--- config.mk ---
export PLATFORM = sky130hd
export DESIGN_NAME = uart_it_harness_flat
export DESIGN_NICKNAME = d
export VERILOG_FILES = /design/src/verilog/uart_it_pkg.sv /design/src/verilog/uart_it_link.sv /design/src/verilog/uart_it_harness.sv /design/src/flat_wrapper.sv
export VERILOG_INCLUDE_DIRS = /design/src /design/src/verilog
export SDC_FILE = /design/constraint.sdc
export NUM_CORES = 1
export LEC_CHECK = 0
export BUFFER_PORTS_ARGS = -buffer_cell sky130_fd_sc_hd__buf_4
export CAP_MARGIN = 30
export CORE_UTILIZATION = 49
export CTS_CLUSTER_SIZE = 10
export DETAILED_ROUTE_END_ITERATION = 8
export GPL_TIMING_DRIVEN = 0
export MAX_ROUTING_LAYER = met4
export PLACE_DENSITY = 0.84
export SYNTH_ARGS = -nofsm -noshare
export SYNTH_HDL_FRONTEND = slang
export SYNTH_SLANG_ARGS = --single-unit
--- constraint.sdc ---
create_clock -name hclk -period 6.1 [get_ports hclk]
set_clock_uncertainty 0.15 [all_clocks]
set_input_delay 1.22 -clock hclk [delete_from_list [all_inputs] [get_ports hclk]]
set_output_delay 1.22 -clock hclk [all_outputs]
set_load 0.01 [all_outputs]
--- src/verilog/uart_it_defines.svh ---
// Constants of the serial-port integration-test harness and its partner.
// Assumes inclusion by bare name from every file that needs them.
`ifndef UART_IT_DEFINES_SVH
`define UART_IT_DEFINES_SVH

// Register byte offsets (haddr[11:0])
`define TEST_CTRL_OFS      12'h080
`define INPUT_REG_OFS      12'h084
`define OUTPUT_OVR_OFS     12'h088
`define TEST_DATA_OFS      12'h08C
`define OFS_W              12

// Register widths and reset values
`define TEST_CTRL_W        3
`define TEST_CTRL_RST      3'h0
`define INPUT_HOLD_W       2
`define INPUT_HOLD_RST     2'h0
`define OUTPUT_OVR_W       16
`define OUTPUT_OVR_RST     16'h0000
`define TEST_DATA_W        11
`define PIN_IN_W           6
`define INTRA_W            10

// Test control fields
`define TCR_INTEGRATION_MODE_ENABLE_BIT       0
`define TCR_FIFO_BIT       1
`define TCR_SIR_BIT        2

// Input register fields
`define ITIP_TXCLR_BIT     7
`define ITIP_RXCLR_BIT     6
`define ITIP_PIN_MSB       5

// Output override fields
`define OVR_TXSREQ         15
`define OVR_TXBREQ         14
`define OVR_RXSREQ         13
`define OVR_RXBREQ         12
`define OVR_MSIRQ          11
`define OVR_RXIRQ          10
`define OVR_TXIRQ          9
`define OVR_RTIRQ          8
`define OVR_ERRIRQ         7
`define OVR_ALLIRQ         6
`define OVR_OUT2           5
`define OVR_OUT1           4
`define OVR_RTS            3
`define OVR_DTR            2
`define OVR_IROUT          1
`define OVR_TXD            0
`define OVR_INTRA_LSB      6
`define OVR_PRIM_MSB       5

// Idle level of a looped pin when the fixture is not joining it
`define PIN_IDLE           6'h3F

`endif

--- src/verilog/uart_it_pkg.sv ---
// Types used by the harness bus logic; the partner uses none of them.
// Assumes nothing beyond a SystemVerilog compiler.
package uart_it_pkg;

  typedef enum logic [1:0]
  {
    BUS_IDLE    = 2'b00,
    BUS_WRITE   = 2'b01,
    BUS_RD_WAIT = 2'b10,
    BUS_RD_DONE = 2'b11
  } bus_state_e;

endpackage
--- src/verilog/uart_it_link.sv ---
// Wires between the harness and the DMA controller, interrupt
// controller and pad loopback fixture. Assumes one shared clock.
`timescale 1ns/1ps

interface uart_it_link;
  logic tx_single_dma_request;
  logic tx_burst_dma_request;
  logic rx_single_dma_request;
  logic rx_burst_dma_request;
  logic modem_status_irq;
  logic receive_irq;
  logic transmit_irq;
  logic receive_timeout_irq;
  logic error_irq;
  logic combined_irq;
  logic user_output_two_n;
  logic user_output_one_n;
  logic request_to_send_n;
  logic terminal_ready_n;
  logic infrared_out_n;
  logic serial_tx_data;
  logic serial_rx_data;
  logic infrared_in;
  logic clear_to_send_n;
  logic carrier_detect_n;
  logic set_ready_n;
  logic ring_indicate_n;
  logic tx_dma_clear;
  logic rx_dma_clear;

  modport harness
  (
    output tx_single_dma_request, tx_burst_dma_request,
    output rx_single_dma_request, rx_burst_dma_request,
    output modem_status_irq, receive_irq, transmit_irq,
    output receive_timeout_irq, error_irq, combined_irq,
    output user_output_two_n, user_output_one_n, request_to_send_n,
    output terminal_ready_n, infrared_out_n, serial_tx_data,
    input  serial_rx_data, infrared_in, clear_to_send_n,
    input  carrier_detect_n, set_ready_n, ring_indicate_n,
    input  tx_dma_clear, rx_dma_clear
  );

  modport partner
  (
    input  tx_single_dma_request, tx_burst_dma_request,
    input  rx_single_dma_request, rx_burst_dma_request,
    input  modem_status_irq, receive_irq, transmit_irq,
    input  receive_timeout_irq, error_irq, combined_irq,
    input  user_output_two_n, user_output_one_n, request_to_send_n,
    input  terminal_ready_n, infrared_out_n, serial_tx_data,
    output serial_rx_data, infrared_in, clear_to_send_n,
    output carrier_detect_n, set_ready_n, ring_indicate_n,
    output tx_dma_clear, rx_dma_clear
  );
endinterface

--- src/verilog/uart_it_harness.sv ---
// Integration-test harness of the serial port, AHB-Lite register slave.
// Assumes normal logic, FIFOs and partner on the same hclk.
//
// Decided for this implementation: the register offsets and the AHB-Lite interface to the registers.
`timescale 1ns/1ps
`include "uart_it_defines.svh"

module uart_it_harness
(
  input  wire logic                    hclk,
  input  wire logic                    hresetn,
  input  wire logic                    hsel,
  input  wire logic [31:0]             haddr,
  input  wire logic [1:0]              htrans,
  input  wire logic                    hwrite,
  input  wire logic [2:0]              hsize,
  input  wire logic [31:0]             hwdata,
  input  wire logic                    hready,
  output logic                         hreadyout,
  output logic                         hresp,
  output logic [31:0]                  hrdata,
  uart_it_link.harness                 link,
  input  wire logic [`OUTPUT_OVR_W-1:0] func_out,
  output logic                         int_tx_dma_clear,
  output logic                         int_rx_dma_clear,
  output logic                         integration_mode_enable,
  output logic                         fifo_direct_access_enable,
  output logic                         sir_full_duplex_test,
  output logic                         rx_fifo_push,
  output logic [`TEST_DATA_W-1:0]      rx_fifo_wdata,
  output logic                         tx_fifo_pop,
  input  wire logic [`TEST_DATA_W-1:0] tx_fifo_rdata
);

  uart_it_pkg::bus_state_e   state_q;
  uart_it_pkg::bus_state_e   state_d;
  logic [`OFS_W-1:0]         addr_q;
  logic [`TEST_CTRL_W-1:0]   tcr_q;
  logic [`INPUT_HOLD_W-1:0]  input_hold_q;
  logic [`OUTPUT_OVR_W-1:0]  ovr_q;
  logic [`OUTPUT_OVR_W-1:0]  out_mux;
  logic [`PIN_IN_W-1:0]      pin_s1_q;
  logic [`PIN_IN_W-1:0]      pin_s2_q;
  logic [31:0]               rdata_d;
  logic                      accept;
  logic                      wr_phase;
  logic                      rd_phase;
  logic                      tdr_hit;

  assign integration_mode_enable   = tcr_q[`TCR_INTEGRATION_MODE_ENABLE_BIT];
  assign fifo_direct_access_enable = tcr_q[`TCR_FIFO_BIT];
  assign sir_full_duplex_test      = tcr_q[`TCR_SIR_BIT];

  // Bus: address phase taken when selected, ready and NONSEQ/SEQ
  assign accept   = hsel && hready && htrans[1];
  assign wr_phase = (state_q == uart_it_pkg::BUS_WRITE);
  assign rd_phase = (state_q == uart_it_pkg::BUS_RD_WAIT);
  assign tdr_hit  = (addr_q == `TEST_DATA_OFS);

  // Reads take one wait state so a read right after a write sees it
  assign hreadyout = (state_q != uart_it_pkg::BUS_RD_WAIT);
  assign hresp     = 1'b0;

  always_comb
  begin
    state_d = state_q;
    case (state_q)
      uart_it_pkg::BUS_RD_WAIT:
        state_d = uart_it_pkg::BUS_RD_DONE;
      default:
        if (accept)
          state_d = hwrite ? uart_it_pkg::BUS_WRITE
                           : uart_it_pkg::BUS_RD_WAIT;
        else
          state_d = uart_it_pkg::BUS_IDLE;
    endcase
  end

  always_ff @(posedge hclk or negedge hresetn)
  begin
    if (!hresetn)
    begin
      state_q <= uart_it_pkg::BUS_IDLE;
      addr_q  <= '0;
    end
    else
    begin
      state_q <= state_d;
      if (accept && hreadyout)
        addr_q <= haddr[`OFS_W-1:0];
    end
  end

  // Control, input-hold and override registers, written in the data phase
  always_ff @(posedge hclk or negedge hresetn)
  begin
    if (!hresetn)
    begin
      tcr_q        <= `TEST_CTRL_RST;
      input_hold_q <= `INPUT_HOLD_RST;
      ovr_q        <= `OUTPUT_OVR_RST;
    end
    else if (wr_phase)
    begin
      case (addr_q)
        `TEST_CTRL_OFS:
          tcr_q <= hwdata[`TEST_CTRL_W-1:0];
        `INPUT_REG_OFS:
          input_hold_q <= hwdata[`ITIP_TXCLR_BIT:`ITIP_RXCLR_BIT];
        `OUTPUT_OVR_OFS:
          ovr_q <= hwdata[`OUTPUT_OVR_W-1:0];
        default:
          tcr_q <= tcr_q;
      endcase
    end
  end

  // Direct FIFO access; refused silently while access is disabled
  always_ff @(posedge hclk or negedge hresetn)
  begin
    if (!hresetn)
    begin
      rx_fifo_push  <= 1'b0;
      rx_fifo_wdata <= '0;
    end
    else
    begin
      rx_fifo_push <= wr_phase && tdr_hit && fifo_direct_access_enable;
      if (wr_phase && tdr_hit)
        rx_fifo_wdata <= hwdata[`TEST_DATA_W-1:0];
    end
  end

  // Pop is a same-cycle pulse; the FIFO's head is captured with it
  assign tx_fifo_pop = rd_phase && tdr_hit && fifo_direct_access_enable;

  // Pads are asynchronous to hclk
  always_ff @(posedge hclk or negedge hresetn)
  begin
    if (!hresetn)
    begin
      pin_s1_q <= '0;
      pin_s2_q <= '0;
    end
    else
    begin
      pin_s1_q <= {link.ring_indicate_n, link.carrier_detect_n,
                   link.clear_to_send_n, link.set_ready_n,
                   link.infrared_in, link.serial_rx_data};
      pin_s2_q <= pin_s1_q;
    end
  end

  // Clear inputs come from same-clock DMA logic, so no synchroniser
  assign int_tx_dma_clear = integration_mode_enable
                            ? input_hold_q[1] : link.tx_dma_clear;
  assign int_rx_dma_clear = integration_mode_enable
                            ? input_hold_q[0] : link.rx_dma_clear;

  assign out_mux = integration_mode_enable ? ovr_q : func_out;

  assign link.tx_single_dma_request = out_mux[`OVR_TXSREQ];
  assign link.tx_burst_dma_request  = out_mux[`OVR_TXBREQ];
  assign link.rx_single_dma_request = out_mux[`OVR_RXSREQ];
  assign link.rx_burst_dma_request  = out_mux[`OVR_RXBREQ];
  assign link.modem_status_irq      = out_mux[`OVR_MSIRQ];
  assign link.receive_irq           = out_mux[`OVR_RXIRQ];
  assign link.transmit_irq          = out_mux[`OVR_TXIRQ];
  assign link.receive_timeout_irq   = out_mux[`OVR_RTIRQ];
  assign link.error_irq             = out_mux[`OVR_ERRIRQ];
  assign link.combined_irq          = out_mux[`OVR_ALLIRQ];
  assign link.user_output_two_n     = out_mux[`OVR_OUT2];
  assign link.user_output_one_n     = out_mux[`OVR_OUT1];
  assign link.request_to_send_n     = out_mux[`OVR_RTS];
  assign link.terminal_ready_n      = out_mux[`OVR_DTR];
  assign link.infrared_out_n        = out_mux[`OVR_IROUT];
  assign link.serial_tx_data        = out_mux[`OVR_TXD];

  // Read mux; reserved and unmapped bits read as zero
  always_comb
  begin
    rdata_d = 32'h0000_0000;
    case (addr_q)
      `TEST_CTRL_OFS:
        rdata_d = 32'(tcr_q);
      `INPUT_REG_OFS:
        rdata_d = 32'({int_tx_dma_clear, int_rx_dma_clear,
                       pin_s2_q});
      `OUTPUT_OVR_OFS:
        rdata_d = 32'({out_mux[`OUTPUT_OVR_W-1:`OVR_INTRA_LSB],
                       ovr_q[`OVR_PRIM_MSB:0]});
      `TEST_DATA_OFS:
        rdata_d = fifo_direct_access_enable
                  ? 32'(tx_fifo_rdata) : 32'h0000_0000;
      default:
        rdata_d = 32'h0000_0000;
    endcase
  end

  always_ff @(posedge hclk or negedge hresetn)
  begin
    if (!hresetn)
      hrdata <= 32'h0000_0000;
    else if (rd_phase)
      hrdata <= rdata_d;
  end

endmodule

--- src/flat_wrapper.sv ---
// flat-port wrapper written by rule: the top's interface ports become plain ports
module uart_it_harness_flat 
  (hclk, hresetn, hsel, haddr, htrans, hwrite, hsize, hwdata, hready, hreadyout, hresp, hrdata, func_out, int_tx_dma_clear, int_rx_dma_clear, integration_mode_enable, fifo_direct_access_enable, sir_full_duplex_test, rx_fifo_push, rx_fifo_wdata, tx_fifo_pop, tx_fifo_rdata, link_tx_single_dma_request, link_tx_burst_dma_request, link_rx_single_dma_request, link_rx_burst_dma_request, link_modem_status_irq, link_receive_irq, link_transmit_irq, link_receive_timeout_irq, link_error_irq, link_combined_irq, link_user_output_two_n, link_user_output_one_n, link_request_to_send_n, link_terminal_ready_n, link_infrared_out_n, link_serial_tx_data, link_serial_rx_data, link_infrared_in, link_clear_to_send_n, link_carrier_detect_n, link_set_ready_n, link_ring_indicate_n, link_tx_dma_clear, link_rx_dma_clear);
  uart_it_link link_i ();
  input  wire logic hclk;
  input  wire logic hresetn;
  input  wire logic hsel;
  input  wire logic [31:0] haddr;
  input  wire logic [1:0] htrans;
  input  wire logic hwrite;
  input  wire logic [2:0] hsize;
  input  wire logic [31:0] hwdata;
  input  wire logic hready;
  output logic hreadyout;
  output logic hresp;
  output logic [31:0] hrdata;
  input  wire logic [`OUTPUT_OVR_W-1:0] func_out;
  output logic int_tx_dma_clear;
  output logic int_rx_dma_clear;
  output logic integration_mode_enable;
  output logic fifo_direct_access_enable;
  output logic sir_full_duplex_test;
  output logic rx_fifo_push;
  output logic [`TEST_DATA_W-1:0] rx_fifo_wdata;
  output logic tx_fifo_pop;
  input  wire logic [`TEST_DATA_W-1:0] tx_fifo_rdata;
  output wire logic [$bits(link_i.tx_single_dma_request)-1:0] link_tx_single_dma_request;
  output wire logic [$bits(link_i.tx_burst_dma_request)-1:0] link_tx_burst_dma_request;
  output wire logic [$bits(link_i.rx_single_dma_request)-1:0] link_rx_single_dma_request;
  output wire logic [$bits(link_i.rx_burst_dma_request)-1:0] link_rx_burst_dma_request;
  output wire logic [$bits(link_i.modem_status_irq)-1:0] link_modem_status_irq;
  output wire logic [$bits(link_i.receive_irq)-1:0] link_receive_irq;
  output wire logic [$bits(link_i.transmit_irq)-1:0] link_transmit_irq;
  output wire logic [$bits(link_i.receive_timeout_irq)-1:0] link_receive_timeout_irq;
  output wire logic [$bits(link_i.error_irq)-1:0] link_error_irq;
  output wire logic [$bits(link_i.combined_irq)-1:0] link_combined_irq;
  output wire logic [$bits(link_i.user_output_two_n)-1:0] link_user_output_two_n;
  output wire logic [$bits(link_i.user_output_one_n)-1:0] link_user_output_one_n;
  output wire logic [$bits(link_i.request_to_send_n)-1:0] link_request_to_send_n;
  output wire logic [$bits(link_i.terminal_ready_n)-1:0] link_terminal_ready_n;
  output wire logic [$bits(link_i.infrared_out_n)-1:0] link_infrared_out_n;
  output wire logic [$bits(link_i.serial_tx_data)-1:0] link_serial_tx_data;
  input wire logic [$bits(link_i.serial_rx_data)-1:0] link_serial_rx_data;
  input wire logic [$bits(link_i.infrared_in)-1:0] link_infrared_in;
  input wire logic [$bits(link_i.clear_to_send_n)-1:0] link_clear_to_send_n;
  input wire logic [$bits(link_i.carrier_detect_n)-1:0] link_carrier_detect_n;
  input wire logic [$bits(link_i.set_ready_n)-1:0] link_set_ready_n;
  input wire logic [$bits(link_i.ring_indicate_n)-1:0] link_ring_indicate_n;
  input wire logic [$bits(link_i.tx_dma_clear)-1:0] link_tx_dma_clear;
  input wire logic [$bits(link_i.rx_dma_clear)-1:0] link_rx_dma_clear;
  assign link_tx_single_dma_request = link_i.tx_single_dma_request;
  assign link_tx_burst_dma_request = link_i.tx_burst_dma_request;
  assign link_rx_single_dma_request = link_i.rx_single_dma_request;
  assign link_rx_burst_dma_request = link_i.rx_burst_dma_request;
  assign link_modem_status_irq = link_i.modem_status_irq;
  assign link_receive_irq = link_i.receive_irq;
  assign link_transmit_irq = link_i.transmit_irq;
  assign link_receive_timeout_irq = link_i.receive_timeout_irq;
  assign link_error_irq = link_i.error_irq;
  assign link_combined_irq = link_i.combined_irq;
  assign link_user_output_two_n = link_i.user_output_two_n;
  assign link_user_output_one_n = link_i.user_output_one_n;
  assign link_request_to_send_n = link_i.request_to_send_n;
  assign link_terminal_ready_n = link_i.terminal_ready_n;
  assign link_infrared_out_n = link_i.infrared_out_n;
  assign link_serial_tx_data = link_i.serial_tx_data;
  assign link_i.serial_rx_data = link_serial_rx_data;
  assign link_i.infrared_in = link_infrared_in;
  assign link_i.clear_to_send_n = link_clear_to_send_n;
  assign link_i.carrier_detect_n = link_carrier_detect_n;
  assign link_i.set_ready_n = link_set_ready_n;
  assign link_i.ring_indicate_n = link_ring_indicate_n;
  assign link_i.tx_dma_clear = link_tx_dma_clear;
  assign link_i.rx_dma_clear = link_rx_dma_clear;
  uart_it_harness u_core (.hclk(hclk), .hresetn(hresetn), .hsel(hsel), .haddr(haddr), .htrans(htrans), .hwrite(hwrite), .hsize(hsize), .hwdata(hwdata), .hready(hready), .hreadyout(hreadyout), .hresp(hresp), .hrdata(hrdata), .link(link_i), .func_out(func_out), .int_tx_dma_clear(int_tx_dma_clear), .int_rx_dma_clear(int_rx_dma_clear), .integration_mode_enable(integration_mode_enable), .fifo_direct_access_enable(fifo_direct_access_enable), .sir_full_duplex_test(sir_full_duplex_test), .rx_fifo_push(rx_fifo_push), .rx_fifo_wdata(rx_fifo_wdata), .tx_fifo_pop(tx_fifo_pop), .tx_fifo_rdata(tx_fifo_rdata));
endmodule
# After elaboration in Yosys (flattened, before gate mapping)
# Index checks and enable logic that the tools add are counted.
# classes
n_eq_ne,7
n_mux,8
n_reduce_logical,10
# op_table
cell,n
$pmux W32 S4,1
$eq A12 B8 Y1 const B,4
$mux W16,1
$mux W11,1
$logic_and A1 B1 Y1,7
$mux W2,3
$reduce_and A2 Y1,3
$eq A2 B1 Y1 const B,1
$eq A2 B2 Y1 const B,1
$mux W1,2
$ne A2 B2 Y1 const B,1
# totals
regBits,91
inputBits,109
output_inout_bits,68
wordCells,35

# Logic depth before layout (Yosys ltp)
# Gate-level depths: netlist (run 1).
# depth
ltp_word,4
ltp_mapped,5

# Worst setup path before layout (run 1)
# OpenSTA, ideal clock, no wires.
# synth_timing
path_type,input to output
startpoint,input func_out[11]
endpoint,output link_modem_status_irq
t_arrival_ps,1501
setup_slack_ps,3229
stages,1
n_path_buf,0
path_cell_list,mux2_2
# synth_between
elab_chain_cells,1
# synth_lines
element,line_no,source
from (decl),flat_wrapper.sv:17,input wire logic [`OUTPUT_OVR_W-1:0] func_out;
$mux W16,uart_it_harness.sv:160,assign out_mux = integration_mode_enable ? ovr_q : func_out;
to (decl),flat_wrapper.sv:31,output wire logic [$bits(link_i.modem_status_irq)-1:0] link_modem_status_irq;
# Every way passes these cells.

# Worst setup path after layout (run 1)
# layout_timing
startpoint,register u_core.addr_q[5]
endpoint,output tx_fifo_pop
# layout_between
elab_chain_cells,3
# layout_lines
element,line_no,source
from (decl),uart_it_harness.sv:37,logic [`OFS_W-1:0] addr_q;
from (signal assigned),uart_it_harness.sv:90,addr_q <= haddr[`OFS_W-1:0];
$eq A12 B8 Y1 (no line),-,
$logic_and A1 B1 Y1 (2 in series),uart_it_harness.sv:135,assign tx_fifo_pop = rd_phase && tdr_hit && fifo_direct_access_enable;
to (decl),flat_wrapper.sv:25,output logic tx_fifo_pop;
# Every way passes these cells.

==> impl_results.md, run 1 <==
- Top delay family on crit path: simple AND/OR/NAND/NOR gates
- Post-Place Cells: roughly 470
- Critical register-to-register path endpoint: u_core.ovr_q[4]
- Crit path DAT: ~2.2 ns
- Worst-Skew Late Latency: between 0.3 and 0.4 ns
- Count leader, synth: dfrtp_1
- Post-synth EDFFs: 0
- CTS Sinks: 75
- Post-route ant nets: 0
- F_max: 276.7 MHz
- Crit Path Class: register to output pin
- I/O pins: roughly 180
- Critical-path cell list: nor4b_1 -> nand3_1 -> nor4_1 -> buf_4
- Resized Gates After CTS: 0
- Hold Vio Cnt, Final: 0
- GRT Resource Usage Total: about 24%
- Synth Flop Type: dfrtp_1
- Htree depth: 3
- Vias: roughly 2600
- DR WL/cell: approximately 17 um
- Row count: 29
- Async set-reset flop share out of synthesis: 100.0%
- Post-CTS Hold Buffers: 0
- Vias per cell: between 5 and 6
- Share of cells above drive strength 1: between 50% and 60%
- Port Buf Inserts: around 120
- Die H: about 85 um
- Post-Layout Cell Count: 489
- Synthesized instance count: ~260
- Yosys top cell by area: dfrtp_1
- Post-synth top cells: dfrtp_1 (75), mux2_2 (51), nand2_1 (23)
- Nets: slightly above 500
- Post-CTS Setup Bufs: 0
- Slew @ Worst Pin: between 0.9 and 1 ns
- Largest net degree at the start of global routing: 76
- Leak pwr: roughly 2.3 nW
- TNS Setup: 0 ns
- Final worst setup slack: between 2 and 2.5 ns
- Pwr Total: 1.243 mW
- Crit path from: u_core.addr_q[5]
- Min Tclk post-route: about 3.6 ns
- DP Worst Slack: a little under 3 ns
- Hold crit path type: register to register
- Sequential area share after synthesis: between 50% and 60%
- Clock root buffer: clkbuf_8
- FF+latch count, synth: 75
- RR Startpoint: u_core.addr_q[5]
- RD Place Congestion: between 0.8 and 0.9
- Initial Util: between 50% and 60%
- Maxcap violations: 0
- DP Wirelength: between 6 and 7 mm
- Required @ worst endpoint: roughly 4.7 ns
- Share of Yosys cell area claimed by the top area cell type: between 50% and 60%
- First-pass GRT wire length: ~13 mm
- Post-layout instance area: roughly 4600 um^2
- Core area: around 6500 um^2
- Multi-input logic area: roughly 1400 um^2
- RSZ-0062 raised after global routing: no
- Initial antenna violation count: 0
- Synth cell types: 32
- WP depth: 4
- Status: completed
- Remaining DRCs: 0
- CTS Buffer Depth: 2
- Die area: roughly 7200 um^2
- TritonCTS clock tree: done
- Post-DP Area: roughly 4400 um^2
- Crit-path slowest cell: nor4b_1
- VDD IR max: ~180 uV
- Drt initial violations: around 110
- P&R area growth vs syn: 37.49%
- ANT cells: 0
- Vias in the first global route: roughly 2600
- Crit path buf inv count: 1
- Period utilisation layout: between 50% and 60%
- Drt pass-1 iters: 4
- Reg2Reg Setup Slack: 3.66 ns
- Pwr dens: 267.3 nW/um^2
- Final wirelength: 8.198 mm
- Sequential cell area: 1877 um^2
- CP endpoint: tx_fifo_pop
- Synth Cell Area: 3381 um^2
- DIE WIDTH: 85.07 um
- Top post-synthesis cells by area: dfrtp_1 (56%), mux2_2 (17%), mux2_4 (4.4%), buf_4 (3.8%), nand2_1 (2.6%)
- CP endpoint kind: output pin
- Worst reg2reg path depth: 5
- Final Max Tran Viols: 0
- Syn. warnings: 0
- Clock transition at the registers of the reported paths: around 0.080 ns
- Final setup violation count: 0
- CTS Buf Count: 9
- Remaining global-route overflow: 0
- Rel. slew slack: a little under two fifths
- Crit-path max FO: 5
- Max incr delay on CP: between 0.5 and 0.6 ns
- Filler Cell Count: 450
- Synthesized area per cell: between 10 and 15 um^2
- Startpoint Class: register
==> cells by family after synthesis <==
group | Yosys count | synth area share, %
buffers and inverters | 34 | 5.958
AND/OR/NAND/NOR | 55 | 9.548
multiplexers | 62 | 21.76
other | 1 | 0.1109
flip-flops | 75 | 55.51
AO/OA/AOI/OAI | 34 | 7.106
==> worst min path at each step <==
stage	startpoint	to	slack, ns	cells past startpoint
6_report	u_core.pin_s1_q[5]	u_core.pin_s2_q[5]	0.20	0
5_1_grt	u_core.pin_s1_q[5]	u_core.pin_s2_q[5]	0.20	0
3_5_place_dp	u_core.pin_s1_q[3]	u_core.pin_s2_q[3]	0.19	0
2_1_floorplan	u_core.pin_s1_q[0]	u_core.pin_s2_q[0]	0.18	0
3_3_place_gp	u_core.pin_s1_q[0]	u_core.pin_s2_q[0]	0.18	0
4_1_cts	u_core.pin_s1_q[5]	u_core.pin_s2_q[5]	0.20	0
==> worst reg2reg max path: cells and delay by family, from the launching register on <==
kind / cells / cell delay (ns)
buffers and inverters: 2 / 0.55
DFF: 1 / 0.39
muxes: 1 / 0.37
and+or+nand+nor: 2 / 0.87
==> registers in the layout, summed over array words and instances, names as in the netlist <==
signal,cells
u_core.tcr_q,3
u_core.state_q,2
u_core.input_hold_q,2
u_core.ovr_q,16
u_core.hrdata,16
u_core.pin_s1_q,6
u_core.pin_s2_q,6
u_core.addr_q,12
u_core.rx_fifo_wdata,11
u_core.rx_fifo_push,1
==> cell type report <==
class	count	share of cell area [%]
plain buffers	31	4.092
clock buffers	10	2.746
clock inverters	6	1.938
inverters	3	0.2423
multi-input cells	168	29.31
flip-flops and latches	75	40.38
well taps	77	2.073
repair buffers	119	19.22
==> report_power, final <==
group          internal (mW)  leakage, nW  switching [mW]
clock                  0.231        0.106           0.184
sequential             0.539        0.966          0.0333
combinational          0.123         1.23           0.132
total                  0.893         2.30           0.349
==> cells in the final DEF (no fill, tap or decap), types with 2 or more instances in the layout <==
cell and n:
a211oi_1 2, dfrtp_1 75, o21ai_0 10, inv_1 3
clkinv_4 2, bufinv_16 2, nand2_1 23, mux2_4 10
nor2b_1 8, clkbuf_8 9, o31ai_1 6, mux2_2 51
and4_1 4, nor4b_1 2, buf_4 136, a22oi_1 9
nor4_1 5, buf_2 2, conb_1 17, nand3_1 2
a311oi_1 3, or4_4 2, nand2b_1 2, clkbuf_1 12
a221oi_1 3
==> metal layers <==
layer | vias to the layer above | share of wire [%] | wire length [um] | track usage (%)
met2 | 111 | 50 | 4122 | 39.81
met1 | 1277 | 41 | 3346 | 30.01
li1 | 1202 | - | - | -
met3 | 14 | 7.4 | 604 | 6.518
met5 | - | 0 | 0 | -
met4 | 0 | 1.5 | 125 | 7.704
==> stage by stage <==
step | util (%) | hold slack, ns
after global placement | 68.21 | 0.1830
after CTS | 71.57 | 0.1986
after floorplan | - | 0.1812
final | 71.57 | 0.1963
after global routing | 71.57 | 0.2008
after detailed placement | 68.21 | 0.1855
Note: power is estimated with default switching activity, not from simulation.
==> run 2: changes to the inputs <==
- CORE_UTILIZATION: 49 -> 45
- PLACE_DENSITY: 0.84 -> 0.78
- clock period: 6.1 -> 3.5 ns (I/O delays scaled with it)
==> impl_results.md, run 2 (synthesized netlist as in run 1, its figures left out) <==
- Startpoint Class: register
- Clock root buffer: clkbuf_8
- Crit Path Class: register to output pin
- CTS Buffer Depth: 2
- Final wirelength: a little over 8 mm
- Htree depth: 3
- RD Place Congestion: 0.7942
- Remaining DRCs: 0
- Min Tclk post-route: between 3 and 4 ns
- Final Max Tran Viols: 0
- Met2 WL: 3.956 mm
- DR top layer: met4
- Met3 routed WL: 582 um
- Hold depth: 0
- ANT cells: 0
- Final setup violation count: 0
- Row count: 31
- DIE WIDTH: between 80 and 90 um
- Die area: between 7000 and 8000 um^2
- Post-route ant nets: 0
- CTS Sinks: 75
- Most frequent cells in the layout: buf_4 (136), dfrtp_1 (75), mux2_2 (51)
- I/O pins: between 150 and 200
- Core area: approximately 7300 um^2
- Min-Delay Startpoint: u_core.pin_s1_q[5]
- Reg2Reg Setup Slack: 1.13 ns
- TritonCTS clock tree: done
- Initial Util: between 40% and 50%
- Comb pwr share: roughly a fifth
- Clk pwr share: between 30 and 40%
- Largest net degree at the start of global routing: 76
- CP endpoint kind: output pin
- Pwr dens: between 400 and 500 nW/um^2
- Resized Gates After CTS: 0
- Drt pass-1 iters: 4
- P&R area growth vs syn: 38.56%
- Share of cells above drive strength 1: a little over half
- RR Startpoint: u_core.addr_q[5]
- Worst hold slack: approximately 0.2 ns
- Most common cell after layout, fill and taps aside: buf_4
- Vias: ~2600
- Hold crit path type: register to register
- Sw Pwr: roughly 0.61 mW
- GRT Resource Usage Total: between 20% and 30%
- F_max: 326.4 MHz
- First-pass GRT wire length: about 12 mm
- Worst reg2reg path depth: 3
- CTS Buf Count: 9
- Port Buf Inserts: between 100 and 150
- Nets: 516
- Vias in the first global route: between 2000 and 2500
- Maxcap violations: 0
- RSZ-0062 raised after global routing: no
- Hold Vio Cnt, Final: 0
- Crit path DAT: between 2 and 2.5 ns
- Slew @ Worst Pin: approximately 0.9 ns
- Crit-path max FO: 10
- Clock transition at the registers of the reported paths: approximately 0.08 ns
- TNS Setup: 0 ns
- Hold Path End: u_core.pin_s2_q[5]
- Critical register-to-register path endpoint: u_core.tcr_q[2]
- Remaining global-route overflow: 0
- Vias per cell: just over 5
- Worst-Skew Late Latency: 0.34 ns
- Drt initial violations: about 110
- Met1 wire length: around 3.5 mm
- Rel. slew slack: roughly 39%
- Post-CTS Setup Bufs: 0
- Sequential power share: between 40% and 50%
- VDD IR max: 253.9 uV
- Status: completed
- Largest registers: u_core.hrdata x16, u_core.ovr_q x16, u_core.addr_q x12
- Required @ worst endpoint: around 2.7 ns
- Initial antenna violation count: 0
- Period utilisation layout: 87.53%
- Pint: about 1.6 mW
- DR WL/cell: ~16 um
- Leak pwr: 2.301 nW
- Post-CTS Hold Buffers: 0
- DP Wirelength: approximately 6.0 mm
- Die H: approximately 89 um
- Net Sw Frac: between 20% and 30%
run 2: changes by cell type in the layout (fill, tap and decap cells not counted), sizes merged:
cell	before	now
clkinv	3	2
clkinvlp	1	2
run 2: layout make-up:
cell class	count	area (um^2)
multi-input cells	168	1363
repair buffers	119	893.4
flip-flops and latches	75	1877
plain buffers	31	190.2
clock buffers	10	137.6
inverters	3	11.26
well taps	99	123.9
fillers	585	2569
clock inverters	6	88.84
run 2: power groups by stage:
stage | clock network [mW] | registers (mW) | logic [mW]
2_1_floorplan | 0 | 1.00 | 0.259
3_3_place_gp | 0 | 1.01 | 0.430
3_5_place_dp | 0 | 1.01 | 0.443
4_1_cts | 0.754 | 0.996 | 0.447
5_1_grt | 0.796 | 1.01 | 0.491
6_report | 0.737 | 0.997 | 0.448
run 2: how the worst max path moves through the flow:
| stage | slack, ns | endpoint | start |
|---|---|---|---|
| final | 0.44 | tx_fifo_pop | u_core.addr_q[3] |
| after global routing | 0.21 | tx_fifo_pop | u_core.addr_q[4] |
| after CTS | 0.43 | tx_fifo_pop | u_core.addr_q[5] |
| after detailed placement | 0.84 | tx_fifo_pop | u_core.addr_q[5] |
| after global placement | 0.83 | tx_fifo_pop | u_core.addr_q[5] |
| after floorplan | 1.23 | tx_fifo_pop | u_core.addr_q[5] |
run 2: critical path: stages (launching register included):
cell      delay [ns]
dfrtp_1         0.39
clkbuf_1        0.42
clkbuf_1        0.46
nand2_1         0.14
nor4_1          0.27
buf_4           0.19
run 2: metal layers:
metal	vias to the layer above	track usage [%]
li1	1206	-
met3	11	4.384
met5	-	-
met1	1266	28.12
met2	112	35.80
met4	0	7.918
run 2: metrics by stage:
step / cells / total power, mW / setup slack [ns] / utilization (%) / area [um^2]
6_report: 511 / 2.182 / 0.4366 / 64.59 / 4684
5_1_grt: 511 / 2.294 / 0.2091 / 64.59 / 4684
4_1_cts: 511 / 2.198 / 0.4325 / 64.59 / 4684
3_5_place_dp: 495 / 1.457 / 0.8354 / 61.46 / 4458
3_3_place_gp: 495 / 1.437 / 0.8318 / 61.46 / 4458
2_1_floorplan: 277 / 1.259 / 1.227 / - / 3441
==> run 3: changes to the inputs <==
- RECOVER_POWER: unset -> 50
==> impl_results.md, run 3 (synthesized netlist as in run 1, its figures left out) <==
- Crit path from: u_core.addr_q[3]
- Drt pass-1 iters: 5
- RR Startpoint: u_core.addr_q[5]
- Remaining global-route overflow: 0
- Worst-Skew Late Latency: 0.34 ns
- Cell mode on critical path: clkbuf_1
- Row count: 31
- Crit path DAT: between 2 and 2.5 ns
- Pwr dens: around 470 nW/um^2
- Clock root buffer: clkbuf_8
- Final Max Tran Viols: between 70 and 80
- DP Worst Slack: around 0.84 ns
- GRT Resource Usage Total: between 20% and 30%
- Resized Gates After CTS: 0
- VDD IR max: around 250 uV
- Drt initial violations: approximately 110
- Most frequent cells in the layout: buf_4 (116), dfrtp_1 (75), mux2_2 (51)
- F_max: roughly 330 MHz
- ANT cells: 0
- TNS Setup: 0 ns
- Pwr Total: 2.176 mW
- CP endpoint kind: output pin
- Hold Vio Cnt, Final: 0
- Leak pwr: 2.248 nW
- Largest net degree at the start of global routing: 76
- Final worst setup slack: 0.4557 ns
- Die area: about 7900 um^2
- Multi-input logic area: 1363 um^2
- Clock transition at the registers of the reported paths: ~0.07 ns
- Hold crit path type: register to register
- Worst reg2reg path depth: 3
- Rel. slew slack: -20.95%
- CTS Buffer Depth: 2
- Crit Path Class: register to output pin
- Initial Util: 46.61%
- CP endpoint: tx_fifo_pop
- Maxcap violations: 1
- Filler Cell Count: between 600 and 700
- Core area: between 7000 and 8000 um^2
- Worst hold slack: approximately 0.2 ns
- CTS Sinks: 75
- Nets: 516
- Remaining DRCs: 0
- Sequential cell area: roughly 1900 um^2
- Status: complete, but fails checks
- DIE WIDTH: 88.68 um
- Port Buf Inserts: approximately 120
- Max incr delay on CP: 0.46 ns
- Initial antenna violation count: 0
- Final setup violation count: 0
- P&R area growth vs syn: 37.05%
- Post-CTS Hold Buffers: 0
- First-pass GRT wire length: 12.35 mm
- Required @ worst endpoint: 2.65 ns
- Vias in the first global route: ~2500
- Vias per cell: approximately 5.1
- DR WL/cell: 15.97 um
- Post-CTS Setup Bufs: 0
- Reg2Reg Setup Slack: about 1.1 ns
- TritonCTS clock tree: done
- I/O pins: between 150 and 200
- Largest registers: u_core.hrdata x16, u_core.ovr_q x16, u_core.addr_q x12
- Htree depth: 3
- Crit-path slowest cell: clkbuf_1
- Share of cells above drive strength 1: 50.00%
- DP Wirelength: approximately 6.0 mm
- Most common cell after layout, fill and taps aside: buf_4
- Vias: 2616
- Critical-path cell list: clkbuf_1 -> clkbuf_1 -> nand2_1 -> nor4_1 -> buf_4
- RD Place Congestion: 0.7942
- Min Tclk post-route: between 3 and 4 ns
- Failing checks: max-capacitance violations, max-slew violations
- Critical register-to-register path endpoint: u_core.tcr_q[2]
- Crit-path max FO: 10
- Final wirelength: slightly above 8 mm
- CTS Buf Count: 9
- RSZ-0062 raised after global routing: no
- Die H: 88.68 um
- Slew @ Worst Pin: approximately 1.8 ns
- Post-route ant nets: 0
- Startpoint Class: register
- Period utilisation layout: 86.98%
==> run 3: cell types whose count changed in the layout (fill, tap and decap cells not counted), sizes merged <==
| cell | delta |
|---|---|
| buf | -20 |
| clkbuf | +20 |
==> run 3: per-layer routing <==
metal,GRT usage (%),vias up,wire [um]
met3,4.384,13,626
met2,35.80,131,3946
met5,-,-,0
met1,28.12,1266,3469
li1,-,1206,-
met4,7.918,0,118
==> run 3: layout make-up <==
class / count / share of cell area (%)
clock buffers: 10 / 2.971
repair buffers: 119 / 18.17
flip-flops and latches: 75 / 40.51
well taps: 99 / 2.674
clock inverters: 6 / 1.917
plain buffers: 31 / 4.105
inverters: 3 / 0.2430
multi-input cells: 168 / 29.41
==> run 3: how the worst min path moves through the flow <==
stage                  startpoint                 end  slack (ns)  cells after the start
6_report       u_core.pin_s1_q[0]  u_core.pin_s2_q[0]        0.20                      0
5_1_grt        u_core.pin_s1_q[1]  u_core.pin_s2_q[1]        0.21                      0
4_1_cts        u_core.pin_s1_q[4]  u_core.pin_s2_q[4]        0.20                      0
3_5_place_dp   u_core.pin_s1_q[0]  u_core.pin_s2_q[0]        0.19                      0
3_3_place_gp   u_core.pin_s1_q[2]  u_core.pin_s2_q[2]        0.18                      0
2_1_floorplan  u_core.pin_s1_q[0]  u_core.pin_s2_q[0]        0.18                      0
==> run 3: power breakdown <==
part | switching, mW | internal (mW) | leakage, nW
clock network | 0.316 | 0.421 | 0.108
registers | 0.0581 | 0.939 | 0.966
logic | 0.232 | 0.211 | 1.17
total | 0.606 | 1.57 | 2.25
==> run 3: through the flow <==
step           utilization, %  area (um^2)  instances
6_report                63.88         4633        511
5_1_grt                 63.88         4633        511
4_1_cts                 64.59         4684        511
3_5_place_dp            61.46         4458        495
3_3_place_gp            61.46         4458        495
2_1_floorplan               -         3441        277
==> run 3: critical path: cells and delay by family, from the launching register on <==
kind	cells	cell delay (ns)
buffers and inverters	3	1.07
and+or+nand+nor	2	0.40
DFF	1	0.39
